File: src/pkg/cfpsb_defs.svh
/*
  Constants of the core control block: data space offsets, status
  field positions, reset values, opcode encodings and register indices.
  Assumes it is included once per compilation unit by bare name.
*/
`ifndef CFPSB_DEFS_SVH
`define CFPSB_DEFS_SVH

// program space
`define CFPSB_PC_W 13
`define CFPSB_PC_RESET 13'h0000
`define CFPSB_IRQ_VECTOR 13'h0004

// data space, offsets within a bank
`define CFPSB_OFS_W 7
`define CFPSB_A_INDIRECT 7'h00
`define CFPSB_A_CNT_LOW 7'h02
`define CFPSB_A_STATUS 7'h03
`define CFPSB_A_UP_LATCH 7'h0A
`define CFPSB_SFR_LAST 7'h1F
`define CFPSB_COMMON_BASE 7'h70
`define CFPSB_B2_GPR_END 7'h50
`define CFPSB_BANK_2 2'h2

// status fields
`define CFPSB_ST_IND 7
`define CFPSB_ST_BHI 6
`define CFPSB_ST_BLO 5
`define CFPSB_ST_TMO 4
`define CFPSB_ST_PWD 3
`define CFPSB_ST_Z 2
`define CFPSB_ST_NC 1
`define CFPSB_ST_C 0
`define CFPSB_STATUS_RST 8'h18

// instruction encodings
`define CFPSB_BR_CALL 3'h4
`define CFPSB_BR_GOTO 3'h5
`define CFPSB_OPC_SPECIAL 6'h00
`define CFPSB_OPC_CLR 6'h01
`define CFPSB_OPC_SUB 6'h02
`define CFPSB_OPC_AND 6'h05
`define CFPSB_OPC_ADD 6'h07
`define CFPSB_OPC_MOV 6'h08
`define CFPSB_OPC_RRF 6'h0C
`define CFPSB_OPC_RLF 6'h0D
`define CFPSB_OPC_RETLIT 4'hD
`define CFPSB_SP_RETURN 7'h08
`define CFPSB_SP_RETINT 7'h09
`define CFPSB_SP_SLEEP 7'h63
`define CFPSB_SP_WDCLR 7'h64

// bus register indices, byte address is four times the index
`define CFPSB_REG_CTRL 2'h0
`define CFPSB_REG_PC 2'h1
`define CFPSB_REG_W 2'h2
`define CFPSB_REG_STATUS 2'h3
`define CFPSB_CTRL_RUN 0
`define CFPSB_CTRL_RST 1'b1

`endif

File: src/pkg/cfpsb_pkg.sv
/*
  Types of the core control block: phase and decoded operation.
  Assumes nothing beyond a SystemVerilog compiler.
*/
`default_nettype none
package cfpsb_pkg;

  typedef enum logic [1:0] {
    PHASE_ONE, PHASE_TWO, PHASE_THREE, PHASE_FOUR
  } cfpsb_phase_t;

  typedef enum logic [3:0] {
    OP_NOP, OP_ADD, OP_SUB, OP_AND, OP_MOV, OP_CLR, OP_MOVWF, OP_RRF,
    OP_RLF, OP_GOTO, OP_CALL, OP_RET, OP_RETINT, OP_RETLIT, OP_SLEEP,
    OP_WDCLR
  } cfpsb_op_t;

endpackage : cfpsb_pkg
`default_nettype wire

File: src/hdl/cfpsb_phase_gen.sv
/*
  Four-phase sequencer: divides sys_clk by four into binary-coded phases.
  Assumes a synchronous active-high reset on the same clock.
*/
`timescale 1ns/10ps
`default_nettype none
module cfpsb_phase_gen
  import cfpsb_pkg::*;
(
  // clock and reset
  input wire logic sys_clk,
  input wire logic reset,
  // control
  input wire logic run,
  // current phase
  output cfpsb_phase_t phase
);

  cfpsb_phase_t phase_r;
  cfpsb_phase_t phase_nxt;

  always_comb
  begin
    unique case (phase_r)
      PHASE_ONE: phase_nxt = PHASE_TWO;
      PHASE_TWO: phase_nxt = PHASE_THREE;
      PHASE_THREE: phase_nxt = PHASE_FOUR;
      PHASE_FOUR: phase_nxt = PHASE_ONE;
    endcase
  end

  // four input clocks make one instruction cycle [RQ1]
  always_ff @(posedge sys_clk)
  begin
    if (reset)
      phase_r <= PHASE_ONE;
    else if (run)
      phase_r <= phase_nxt;
  end

  assign phase = phase_r;

endmodule : cfpsb_phase_gen
`default_nettype wire

File: src/hdl/cfpsb_ret_stack.sv
/*
  Circular return stack, registered top of stack.
  Assumes push and pop never come in the same cycle and that DEPTH is a
  power of two, so the pointer wraps by itself.
*/
`timescale 1ns/10ps
`default_nettype none
module cfpsb_ret_stack
#(
  parameter int DEPTH = 8,
  parameter int AW = 3,
  parameter int DW = 13
)
(
  // clock and reset
  input wire logic sys_clk,
  input wire logic reset,
  // stack operations
  input wire logic push,
  input wire logic pop,
  input wire logic [DW-1:0] push_data,
  output logic [DW-1:0] top_data
);

  logic [DW-1:0] mem_r [DEPTH];
  logic [AW-1:0] sp_r;
  logic [DW-1:0] top_r;
  wire logic [AW-1:0] top_idx = sp_r - AW'(1);

  // no overflow or underflow flag: the pointer simply wraps [RQ22]
  always_ff @(posedge sys_clk)
  begin
    if (reset)
      sp_r <= '0;
    else if (push)
      sp_r <= sp_r + AW'(1);
    else if (pop)
      sp_r <= top_idx;
  end

  // ninth push lands on the first entry [RQ22]
  always_ff @(posedge sys_clk)
  begin
    if (push)
      mem_r[sp_r] <= push_data;
  end

  always_ff @(posedge sys_clk)
  begin
    if (reset)
      top_r <= '0;
    else
      top_r <= mem_r[top_idx];
  end

  assign top_data = top_r;

endmodule : cfpsb_ret_stack
`default_nettype wire

File: src/hdl/cfpsb_core.sv
/*
  Core control: four-phase sequencing, two-stage fetch/execute, program
  counter with upper latch, return stack, bank selection and status.
  Assumes program memory answers within one phase, the data file answers
  a read within phase two, and all inputs are on sys_clk.
*/
// Our own choice: the Avalon-MM register port.
// Overview of operation
// RQ1: input clock divided by four; four phases form one instruction cycle.
// RQ2: counter advances in phase one; fetched word latched in phase four.
// RQ3: fetch overlaps execute; counter-changing instructions cost two cycles.
// RQ4: operand read in phase two, destination written in phase four.
// RQ5: thirteen-bit counter addresses 8K words of fourteen bits.
// RQ6: addresses beyond implemented memory wrap into 1K or 2K region.
// RQ7: reset starts at address zero; interrupt vectors to address four.
// RQ8: two direct bank bits pick one of four data banks.
// RQ9: first 32 offsets per bank are special registers; listed ranges RAM.
// RQ10: top sixteen offsets of banks 1-3 mirror common RAM at 70h.
// RQ11: indirect bank bit picks banks 0-1 or banks 2-3.
// RQ12: status write skips zero and carry bits when flags are computed.
// RQ13: timeout flag set by power-up, watchdog clear or sleep; timeout clears.
// RQ14: power-down flag set by power-up or watchdog clear; cleared by sleep.
// RQ15: zero flag set when result is zero, cleared otherwise.
// RQ16: nibble carry is carry from low four bits; inverted borrow on subtract.
// RQ17: carry out of top bit; borrow inverted; rotate loads shifted-out bit.
// RQ18: status register sits at the same offset in every bank.
// RQ19: low byte write loads latch 4:0; branches take latch 4:3.
// RQ20: any reset clears the counter; upper bits not directly accessible.
// RQ21: eight 13-bit entries; push on call or interrupt, pop on returns.
// RQ22: stack is circular, ninth push overwrites first; no overflow flag.
`timescale 1ns/10ps
`default_nettype none
`include "cfpsb_defs.svh"
module cfpsb_core
  import cfpsb_pkg::*;
#(
  parameter int PMEM_AW = 10
)
(
  // clock and reset
  input wire logic sys_clk,
  input wire logic reset,
  // avalon-mm register slave
  input wire logic [3:0] avs_address,
  input wire logic avs_read,
  input wire logic avs_write,
  input wire logic [31:0] avs_writedata,
  output logic [31:0] avs_readdata,
  output logic avs_waitrequest,
  // program memory
  output logic [12:0] prog_addr,
  input wire logic [13:0] prog_rdata,
  // banked data register file
  output logic [8:0] data_addr,
  output logic data_rd,
  output logic data_wr,
  output logic [7:0] data_wdata,
  input wire logic [7:0] data_rdata,
  input wire logic [7:0] indirect_pointer,
  output logic data_sfr_sel,
  output logic data_gpr_sel,
  // core events
  input wire logic irq_req,
  input wire logic wdt_timeout,
  output logic irq_ack,
  output logic wdt_clear,
  output logic sleep_req,
  output cfpsb_phase_t cur_phase
);

  localparam int PW = `CFPSB_PC_W;
  localparam int OW = `CFPSB_OFS_W;
  localparam logic [PW-1:0] PMASK = PW'((1 << PMEM_AW) - 1);

  function automatic logic [9:0] add_carry(input logic [7:0] a,
                                           input logic [7:0] b,
                                           input logic cin);
    logic [4:0] lo;
    logic [8:0] full;
    lo = {1'b0, a[3:0]} + {1'b0, b[3:0]} + 5'(cin);
    full = {1'b0, a} + {1'b0, b} + 9'(cin);
    return {lo[4], full};
  endfunction : add_carry

  function automatic logic [8:0] map_common(input logic [8:0] a);
    return (a[OW-1:0] >= `CFPSB_COMMON_BASE) ? 9'(a[OW-1:0]) : a;
  endfunction : map_common

  function automatic logic is_gpr(input logic [8:0] a);
    logic [1:0] bank;
    logic [OW-1:0] ofs;
    bank = a[8:OW];
    ofs = a[OW-1:0];
    return (ofs > `CFPSB_SFR_LAST) && ((bank < `CFPSB_BANK_2)
      || (ofs >= `CFPSB_COMMON_BASE)
      || (bank == `CFPSB_BANK_2 && ofs < `CFPSB_B2_GPR_END));
  endfunction : is_gpr

  cfpsb_phase_t phase;
  logic [PW-1:0] pc_r, pc_nxt, fetch_addr_r, stack_top;
  logic [13:0] instruction_holding_reg_r;
  logic instr_valid_r;
  logic [7:0] w_r, status_r, status_nxt, operand_r, result_r, wdata_r;
  logic [4:0] counter_upper_latch_r;
  logic [8:0] data_addr_r;
  logic data_rd_r, data_wr_r, sfr_sel_r, gpr_sel_r;
  logic hit_status_r, hit_low_r, hit_latch_r;
  logic res_z_r, res_nc_r, res_c_r;
  logic wait_r, run_r;
  logic [31:0] rdata_r;
  logic irq_ack_r, wdt_clear_r, sleep_r;

  cfpsb_phase_gen u_phase (
    .sys_clk(sys_clk),
    .reset(reset),
    .run(run_r),
    .phase(phase)
  );

  // sequencing strobes, each the edge that ends the named phase
  wire logic at_q1 = run_r && phase == PHASE_ONE;
  wire logic at_q2 = run_r && phase == PHASE_TWO;
  wire logic at_q3 = run_r && phase == PHASE_THREE;
  wire logic at_q4 = run_r && phase == PHASE_FOUR;

  // decode
  wire logic [5:0] opc = instruction_holding_reg_r[13:8];
  wire logic [2:0] brc = instruction_holding_reg_r[13:11];
  wire logic [OW-1:0] fsel = instruction_holding_reg_r[OW-1:0];
  wire logic to_file = instruction_holding_reg_r[OW];
  wire logic [7:0] literal = instruction_holding_reg_r[7:0];
  wire logic special = opc == `CFPSB_OPC_SPECIAL && !to_file;
  cfpsb_op_t op;
  assign op = !instr_valid_r ? OP_NOP
    : brc == `CFPSB_BR_GOTO ? OP_GOTO
    : brc == `CFPSB_BR_CALL ? OP_CALL
    : opc[5:2] == `CFPSB_OPC_RETLIT ? OP_RETLIT
    : opc == `CFPSB_OPC_ADD ? OP_ADD
    : opc == `CFPSB_OPC_SUB ? OP_SUB
    : opc == `CFPSB_OPC_AND ? OP_AND
    : opc == `CFPSB_OPC_MOV ? OP_MOV
    : opc == `CFPSB_OPC_RRF ? OP_RRF
    : opc == `CFPSB_OPC_RLF ? OP_RLF
    : opc == `CFPSB_OPC_CLR && to_file ? OP_CLR
    : opc == `CFPSB_OPC_SPECIAL && to_file ? OP_MOVWF
    : special && fsel == `CFPSB_SP_RETURN ? OP_RET
    : special && fsel == `CFPSB_SP_RETINT ? OP_RETINT
    : special && fsel == `CFPSB_SP_SLEEP ? OP_SLEEP
    : special && fsel == `CFPSB_SP_WDCLR ? OP_WDCLR
    : OP_NOP;

  wire logic alu_op = op inside {OP_ADD, OP_SUB, OP_AND, OP_MOV, OP_RRF,
                                 OP_RLF};
  wire logic reads_file = alu_op;
  wire logic writes_file = (alu_op && to_file) || op == OP_CLR
    || op == OP_MOVWF;
  wire logic writes_w = (alu_op && !to_file) || op == OP_RETLIT;
  wire logic aff_z = op inside {OP_ADD, OP_SUB, OP_AND, OP_MOV, OP_CLR};
  wire logic aff_nc = op inside {OP_ADD, OP_SUB};
  wire logic aff_c = op inside {OP_ADD, OP_SUB, OP_RRF, OP_RLF};

  // direct: bank bits above the offset; indirect: bank bit above pointer
  wire logic [8:0] log_addr = (fsel == `CFPSB_A_INDIRECT)
    ? {status_r[`CFPSB_ST_IND], indirect_pointer} // [RQ11]
    : {status_r[`CFPSB_ST_BHI], status_r[`CFPSB_ST_BLO], fsel}; // [RQ8]
  wire logic [OW-1:0] log_ofs = log_addr[OW-1:0];

  // status, low byte and latch are decoded by offset alone
  wire logic hit_status = log_ofs == `CFPSB_A_STATUS; // [RQ18]
  wire logic hit_low = log_ofs == `CFPSB_A_CNT_LOW;
  wire logic hit_latch = log_ofs == `CFPSB_A_UP_LATCH;
  wire logic hit_any = hit_status || hit_low || hit_latch;
  wire logic hit_any_r = hit_status_r || hit_low_r || hit_latch_r;

  // the upper counter bits never reach the data path, only the low byte
  wire logic [7:0] operand_in = hit_status_r ? status_r
    : hit_low_r ? fetch_addr_r[7:0] // [RQ20]
    : hit_latch_r ? 8'(counter_upper_latch_r)
    : data_rdata;

  // alu
  wire logic [9:0] add_res = add_carry(operand_r, w_r, 1'b0);
  wire logic [9:0] sub_res = add_carry(operand_r, ~w_r, 1'b1); // [RQ17]
  wire logic [7:0] alu_val = op == OP_ADD ? add_res[7:0]
    : op == OP_SUB ? sub_res[7:0]
    : op == OP_AND ? (operand_r & w_r)
    : op == OP_MOV ? operand_r
    : op == OP_RRF ? {status_r[`CFPSB_ST_C], operand_r[7:1]}
    : op == OP_RLF ? {operand_r[6:0], status_r[`CFPSB_ST_C]}
    : op == OP_MOVWF ? w_r
    : op == OP_RETLIT ? literal
    : 8'h00;
  // nibble carry and carry are inverted borrows for subtract [RQ16]
  wire logic nc_val = op == OP_SUB ? sub_res[9] : add_res[9];
  wire logic c_val = op == OP_SUB ? sub_res[8]
    : op == OP_RRF ? operand_r[0] // [RQ17]
    : op == OP_RLF ? operand_r[7]
    : add_res[8];

  // flow changes
  wire logic commit = at_q4;
  wire logic branch_op = op inside {OP_GOTO, OP_CALL, OP_RET, OP_RETINT,
                                    OP_RETLIT};
  wire logic low_write = writes_file && hit_low_r;
  wire logic irq_take = commit && irq_req && !branch_op && !low_write;
  wire logic flush = commit && (branch_op || low_write || irq_take);
  wire logic do_push = commit && (op == OP_CALL || irq_take); // [RQ21]
  wire logic do_pop = commit && op inside {OP_RET, OP_RETINT, OP_RETLIT};

  cfpsb_ret_stack #(
    .DEPTH(8),
    .AW(3),
    .DW(PW)
  ) u_stack (
    .sys_clk(sys_clk),
    .reset(reset),
    .push(do_push),
    .pop(do_pop),
    .push_data(fetch_addr_r),
    .top_data(stack_top)
  );

  always_comb
  begin
    pc_nxt = pc_r;
    if (at_q1)
      pc_nxt = pc_r + PW'(1); // [RQ2]
    else if (irq_take)
      pc_nxt = `CFPSB_IRQ_VECTOR; // [RQ7]
    else if (commit && (op == OP_GOTO || op == OP_CALL))
      pc_nxt = {counter_upper_latch_r[4:3],
                instruction_holding_reg_r[10:0]}; // [RQ19]
    else if (commit && low_write)
      pc_nxt = {counter_upper_latch_r, result_r}; // [RQ19]
    else if (do_pop)
      pc_nxt = stack_top; // [RQ21]
  end

  // bus side
  wire logic bus_first = (avs_read || avs_write) && wait_r;
  wire logic bus_wr = avs_write && !wait_r;
  wire logic [1:0] bus_idx = avs_address[3:2];
  wire logic bus_wr_status = bus_wr && bus_idx == `CFPSB_REG_STATUS;
  wire logic [31:0] bus_mux = bus_idx == `CFPSB_REG_CTRL ? 32'(run_r)
    : bus_idx == `CFPSB_REG_PC ? 32'(pc_r)
    : bus_idx == `CFPSB_REG_W ? 32'(w_r)
    : 32'(status_r);

  always_comb
  begin
    status_nxt = status_r;
    if (bus_wr_status && !commit)
    begin
      status_nxt[7:5] = avs_writedata[7:5];
      status_nxt[2:0] = avs_writedata[2:0];
    end
    if (commit && writes_file && hit_status_r)
    begin
      status_nxt[7:5] = result_r[7:5];
      if (!(aff_z || aff_nc || aff_c))
        status_nxt[2:0] = result_r[2:0]; // [RQ12]
    end
    if (commit && aff_z)
      status_nxt[`CFPSB_ST_Z] = res_z_r; // [RQ15]
    if (commit && aff_nc)
      status_nxt[`CFPSB_ST_NC] = res_nc_r; // [RQ16]
    if (commit && aff_c)
      status_nxt[`CFPSB_ST_C] = res_c_r; // [RQ17]
    if (commit && op inside {OP_SLEEP, OP_WDCLR})
      status_nxt[`CFPSB_ST_TMO] = 1'b1; // [RQ13]
    if (commit && op == OP_WDCLR)
      status_nxt[`CFPSB_ST_PWD] = 1'b1; // [RQ14]
    if (commit && op == OP_SLEEP)
      status_nxt[`CFPSB_ST_PWD] = 1'b0; // [RQ14]
    if (wdt_timeout)
      status_nxt[`CFPSB_ST_TMO] = 1'b0; // [RQ13]
  end

  // counter and status; a power-up reset also sets both reset flags
  always_ff @(posedge sys_clk)
  begin
    if (reset)
    begin
      pc_r <= `CFPSB_PC_RESET; // [RQ20]
      status_r <= `CFPSB_STATUS_RST; // [RQ13] [RQ14]
    end
    else
    begin
      pc_r <= pc_nxt;
      status_r <= status_nxt;
    end
  end

  // fetch address wraps into the implemented region [RQ6] [RQ5]
  always_ff @(posedge sys_clk)
  begin
    if (reset)
      fetch_addr_r <= `CFPSB_PC_RESET;
    else if (at_q1)
      fetch_addr_r <= pc_r & PMASK;
  end

  // a flushed word executes as a no-operation [RQ3]
  always_ff @(posedge sys_clk)
  begin
    if (reset)
    begin
      instruction_holding_reg_r <= '0;
      instr_valid_r <= 1'b0;
    end
    else if (at_q4)
    begin
      instruction_holding_reg_r <= prog_rdata; // [RQ2]
      instr_valid_r <= !flush; // [RQ3]
    end
  end

  // data access: address in phase one, read phase two, write phase four
  always_ff @(posedge sys_clk)
  begin
    if (reset)
    begin
      data_addr_r <= '0;
      data_rd_r <= 1'b0;
      sfr_sel_r <= 1'b0;
      gpr_sel_r <= 1'b0;
      hit_status_r <= 1'b0;
      hit_low_r <= 1'b0;
      hit_latch_r <= 1'b0;
    end
    else if (at_q1)
    begin
      data_addr_r <= map_common(log_addr); // [RQ10]
      data_rd_r <= reads_file && !hit_any; // [RQ4]
      sfr_sel_r <= log_ofs <= `CFPSB_SFR_LAST; // [RQ9]
      gpr_sel_r <= is_gpr(log_addr); // [RQ9]
      hit_status_r <= hit_status;
      hit_low_r <= hit_low;
      hit_latch_r <= hit_latch;
    end
    else if (at_q2)
      data_rd_r <= 1'b0;
  end

  always_ff @(posedge sys_clk)
  begin
    if (reset)
      operand_r <= '0;
    else if (at_q2)
      operand_r <= operand_in; // [RQ4]
  end

  always_ff @(posedge sys_clk)
  begin
    if (reset)
    begin
      result_r <= '0;
      wdata_r <= '0;
      data_wr_r <= 1'b0;
      res_z_r <= 1'b0;
      res_nc_r <= 1'b0;
      res_c_r <= 1'b0;
    end
    else if (at_q3)
    begin
      result_r <= alu_val;
      wdata_r <= alu_val;
      data_wr_r <= writes_file && !hit_any_r; // [RQ4]
      res_z_r <= alu_val == 8'h00; // [RQ15]
      res_nc_r <= nc_val;
      res_c_r <= c_val;
    end
    else if (at_q4)
      data_wr_r <= 1'b0;
  end

  // the latch is untouched by push and pop [RQ21]
  always_ff @(posedge sys_clk)
  begin
    if (reset)
    begin
      w_r <= '0;
      counter_upper_latch_r <= '0;
    end
    else if (commit)
    begin
      if (writes_w)
        w_r <= result_r;
      if (writes_file && hit_latch_r)
        counter_upper_latch_r <= result_r[4:0];
    end
  end

  always_ff @(posedge sys_clk)
  begin
    if (reset)
    begin
      irq_ack_r <= 1'b0;
      wdt_clear_r <= 1'b0;
      sleep_r <= 1'b0;
    end
    else
    begin
      irq_ack_r <= irq_take;
      wdt_clear_r <= commit && op == OP_WDCLR;
      sleep_r <= commit && op == OP_SLEEP;
    end
  end

  // one wait cycle: the read word is sampled as waitrequest falls
  always_ff @(posedge sys_clk)
  begin
    if (reset)
    begin
      wait_r <= 1'b1;
      rdata_r <= '0;
      run_r <= `CFPSB_CTRL_RST;
    end
    else
    begin
      wait_r <= !bus_first;
      if (bus_first && avs_read)
        rdata_r <= bus_mux;
      if (bus_wr && bus_idx == `CFPSB_REG_CTRL)
        run_r <= avs_writedata[`CFPSB_CTRL_RUN];
    end
  end

  assign avs_readdata = rdata_r;
  assign avs_waitrequest = wait_r;
  assign prog_addr = fetch_addr_r;
  assign data_addr = data_addr_r;
  assign data_rd = data_rd_r;
  assign data_wr = data_wr_r;
  assign data_wdata = wdata_r;
  assign data_sfr_sel = sfr_sel_r;
  assign data_gpr_sel = gpr_sel_r;
  assign irq_ack = irq_ack_r;
  assign wdt_clear = wdt_clear_r;
  assign sleep_req = sleep_r;
  assign cur_phase = phase;

  a_phase_wrap: // phase four returns to phase one [RQ1]
    assert property (@(posedge sys_clk) disable iff (reset)
      at_q4 |=> phase == PHASE_ONE)
    else $error("phase did not wrap after phase four");

  a_pc_step: // counter steps by one in phase one [RQ2]
    assert property (@(posedge sys_clk) disable iff (reset)
      at_q1 |=> pc_r == $past(pc_r) + PW'(1)
        && fetch_addr_r == ($past(pc_r) & PMASK))
    else $error("counter did not advance in phase one");

  a_flush_taken: // branch discards prefetched word [RQ3]
    assert property (@(posedge sys_clk) disable iff (reset)
      commit && branch_op |=> !instr_valid_r ##4 instr_valid_r)
    else $error("branch did not take two cycles");

  a_read_phase: // operand read only in phase two [RQ4]
    assert property (@(posedge sys_clk) disable iff (reset)
      data_rd |-> phase == PHASE_TWO)
    else $error("data read outside phase two");

  a_write_phase: // destination write only in phase four [RQ4]
    assert property (@(posedge sys_clk) disable iff (reset)
      $rose(data_wr) |-> phase == PHASE_FOUR && $past(at_q3))
    else $error("data write outside phase four");

  a_fetch_wrap: // fetch stays inside implemented memory [RQ6]
    assert property (@(posedge sys_clk) disable iff (reset)
      (fetch_addr_r & ~PMASK) == '0)
    else $error("fetch address beyond implemented memory");

  a_reset_start: // counter zero after reset [RQ20]
    assert property (@(posedge sys_clk) disable iff (reset)
      $fell(reset) |-> pc_r == `CFPSB_PC_RESET
        && status_r == `CFPSB_STATUS_RST)
    else $error("counter or status not cleared by reset");

  a_irq_vector: // accepted interrupt goes to vector [RQ7]
    assert property (@(posedge sys_clk) disable iff (reset)
      irq_take |=> pc_r == `CFPSB_IRQ_VECTOR && irq_ack ##1 !irq_ack)
    else $error("interrupt did not vector to address four");

  a_common_ram: // mirrored window lands in bank zero [RQ10]
    assert property (@(posedge sys_clk) disable iff (reset)
      data_addr_r[OW-1:0] >= `CFPSB_COMMON_BASE |-> data_addr_r[8:OW] == 2'h0)
    else $error("common ram not mapped to bank zero");

  a_sleep_flags: // sleep sets timeout and clears power-down [RQ14]
    assert property (@(posedge sys_clk) disable iff (reset)
      commit && op == OP_SLEEP && !wdt_timeout |=>
        status_r[`CFPSB_ST_TMO] && !status_r[`CFPSB_ST_PWD] && sleep_req)
    else $error("sleep did not update reset flags");

  a_timeout_clr: // watchdog timeout clears timeout flag [RQ13]
    assert property (@(posedge sys_clk) disable iff (reset)
      wdt_timeout |=> !status_r[`CFPSB_ST_TMO])
    else $error("timeout flag not cleared by watchdog");

endmodule : cfpsb_core
`default_nettype wire

File: config.mk
export PLATFORM = sky130hd
export DESIGN_NAME = cfpsb_core
export DESIGN_NICKNAME = d
export VERILOG_FILES = /design/src/pkg/cfpsb_pkg.sv /design/src/hdl/cfpsb_phase_gen.sv /design/src/hdl/cfpsb_ret_stack.sv /design/src/hdl/cfpsb_core.sv
export VERILOG_INCLUDE_DIRS = /design/src /design/src/pkg
export SDC_FILE = /design/constraint.sdc
export NUM_CORES = 1
export LEC_CHECK = 0
export ABC_CLOCK_PERIOD_IN_PS = 7500
export BUFFER_PORTS_ARGS = -buffer_cell sky130_fd_sc_hd__buf_2
export CAP_MARGIN = 20
export CORE_MARGIN = 1
export CORE_UTILIZATION = 55
export CTS_CLUSTER_SIZE = 28
export DETAILED_ROUTE_END_ITERATION = 12
export PLACE_DENSITY_LB_ADDON = 0.15
export SLEW_MARGIN = 10
export SYNTH_ARGS = -nofsm -noshare
export SYNTH_HDL_FRONTEND = slang
export SYNTH_SLANG_ARGS = --single-unit
File: constraint.sdc
create_clock -name sys_clk -period 7.5 [get_ports sys_clk]
set_input_delay 1.5 -clock sys_clk [delete_from_list [all_inputs] [get_ports sys_clk]]
set_output_delay 1.5 -clock sys_clk [all_outputs]
set_load 0.02 [all_outputs]
==> out/results.txt <==
H-tree depth: 1
Vias: 9,006
WL final: 31,300 um
# port buffers: 93
TritonRoute pass-1 iters: 6
GPL Wtd Cong: 0.917
Crit path DAT: 4.74 ns
Actual slew at the worst max-slew pin: 1.01 ns
Layout cells sized above 1: 16.8%
Clk sinks: 207
Top-area cell type share of the netlist area: 23.7%
Total track usage: 31.2%
Die ar.: 20,100 um^2
Clk root buf: clkbuf_16
PD cells: 275 nW/um^2
Dpl hpwl: 21,700 um
Area of the multi-input gates: 5220 um^2
WL per Instance: 21.5 um
Status: finished, final reports clean
Worst Hold Class: register to register
Synth Flop Type: dfxtp_1
RSZ-0062 raised after global routing: false
Placement Cell Area: 11,200 um^2
Clk_skew: 0.0169 ns
Post-Synthesis Cells: 1,122
Core area: 18,900 um^2
CTS resizes: 0
EDFF count, synth: 80
Post-synth top cells: 145 x nand2_1, 127 x dfxtp_1, 101 x a21oi_1, 101 x nor2_1, 80 x edfxtp_1
Top-Level Pins: 144
N_diodes: 0
Final setup TNS: 0 ns
Finished Cell Area: 12,000 um^2
Clk pin slew, worst setup/hold paths: 0.06 ns
Initial Util: 56.8%
Synth warnings: 0
First-pass GRT wire length: 48,000 um
Num CTS Buffers: 23
Std-Cell Rows: 50
Max-cap violations: 0
Syn Area/Cell: 9.56 um^2
WS Path Type: register to register
Worst Setup End Kind: register
Synth Register Bits: 207
Worst skew pair latency: 0.52 ns
Initial antenna violation count: 0
Unique masters post-synth: 85
Area grow syn2layout: 12.1%
ANT nets after route: 0
Vias in the first global route: 8,355
Period utilisation layout: 57.7%
Hold Buf Count CTS: 0
Iteration-0 DRC Markers: 925
Post-synth ARST share: 0%
# setup viols final: 0
Fmax: 0.231 GHz
Register Area: 4940 um^2
Leading area contributor after synthesis: dfxtp_1
Worst Path Required: 7.92 ns
Peak supply drop: 0.000211 V
Fin nets: 1,275
Shortest period the worst path allows: 4.33 ns
Vias/cell: 6.19
Max clock buf depth: 3
Max_slew headroom: 32.7%
Critical path peak fanout: 16
Die W: 142 um
Leak: 0.00466 uW
Ranking of synthesized cells by area: dfxtp_1 24%, edfxtp_1 22%, nand2_1 5.1%
Pin count of the biggest net entering global routing: 69
CP Launch Type: register
CTS tree: done
Hold violation total from the final report: 0
Seq/Total Area, Yosys: 46.1%
Die Y: 142 um
Count of pins over their slew limit: 0
Leading cell type by number of instances after synthesis: nand2_1
DRC viols: 0
Fillcell total: 1,602
Post-Syn Area: 10,700 um^2
Overflow left after global routing: 0
Setup bufs post-CTS: 0
-- final cells by class --
class	count	area share, %
multi-input cells	802	43.4
flip-flops and latches	207	41.1
clock buffers	33	5.86
repair buffers	107	4.76
well taps	260	2.70
inverters	36	1.12
clock inverters	9	1.11
-- layout by cell type (no fill, tap or decap), types with 5 or more instances in the layout --
master and instances:
nand2_1 145, dfxtp_1 127, nor2_1 101, a21oi_1 101
buf_2 92, edfxtp_1 80, o21ai_0 39, inv_1 36
nor3_1 33, mux2i_1 32, clkbuf_16 25, ha_1 24
nand3_1 23, conb_1 22, mux4_2 21, a211oi_1 19
a221oi_1 17, a22oi_1 15, buf_4 15, and2_1 14
a31oi_1 14, nand4_1 13, and3_1 12, nor4_1 10
mux2_2 9, a21o_1 8, o211ai_1 8, xnor2_1 8
nor3b_1 7, nor2b_1 7, o22ai_1 7, o221ai_1 6
a221o_1 5, clkbuf_8 5
-- registers in the layout (all words and copies together) (netlist names), 2 cells and up --
| name | cells |
|---|---|
| status_r | 8 |
| u_phase.phase | 2 |
| data_wdata | 8 |
| w_r | 8 |
| u_stack.top_data | 10 |
| pc_r | 13 |
| counter_upper_latch_r | 5 |
| data_addr | 9 |
| u_stack.mem_r | 80 |
| avs_readdata | 13 |
| instruction_holding_reg_r | 14 |
| operand_r | 8 |
| u_stack.sp_r | 3 |
| prog_addr | 10 |
-- kinds of logic (layout without fill, tap and decap cells) --
group | after synthesis | count (layout) | synth area share (%)
compound gates | 288 | 288 | 18.2
xor+xnor | 11 | 11 | 0.898
fa+ha+maj | 26 | 26 | 3.17
buf+inv | 134 | 185 | 6.09
flops | 207 | 207 | 46.1
mux | 62 | 62 | 8.34
other cells | 1 | 22 | 0.0349
simple gates | 393 | 393 | 17.2
-- metrics by stage --
step                hold WS, ns  util, %  total power, uW  std cells  worst slack [ns]
finish                    0.452     63.7             3310       1454              3.17
CTS                       0.457     63.7             3310       1454              3.32
floorplan                 0.432        -             1900       1143              3.83
global placement          0.441     59.2             2090       1412              3.44
global route              0.494     63.7             3450       1454              2.99
detailed placement        0.449     59.2             2100       1412              3.38
-- layer usage --
layer  wire length, um  GRT usage, %  up-vias
li1                  -             -     4189
met1             13700          45.1     4321
met2             14100          48.8      448
met3              2850          5.03       48
met4               632          7.70        0
met5                 0             0        -
-- power breakdown --
part           switching (uW)  total (uW)  leakage, uW  internal [uW]
Combinational             442         687      0.00247            245
Sequential                143        1400      0.00177           1260
Clock                     461        1220     0.000417            761
Total                    1050        3310      0.00466           2270
-- worst max-delay path: stages (launching register included) --
cell and delay [ns]:
dfxtp_1 0.63, nor3b_1 0.33, nand4_1 0.27, and3_1 0.28, and3_1 0.31, a21oi_4 0.29, a31oi_1 0.19, o211ai_2 0.78
nand4_2 0.56, a311o_1 0.48, o21ai_0 0.09
-- worst paths after layout --
path / startpoint / end / slack (ns) / cells after the start
worst max-delay path: instruction_holding_reg_r[2] / pc_r[7] / 3.17 / 10
worst min-delay path: avs_readdata[0] / avs_readdata[0] / 0.45 / 2
worst max register to register: instruction_holding_reg_r[2] / pc_r[7] / 3.17 / 10
worst min register to register: avs_readdata[0] / avs_readdata[0] / 0.45 / 2
(Power assumes the default switching activity.)
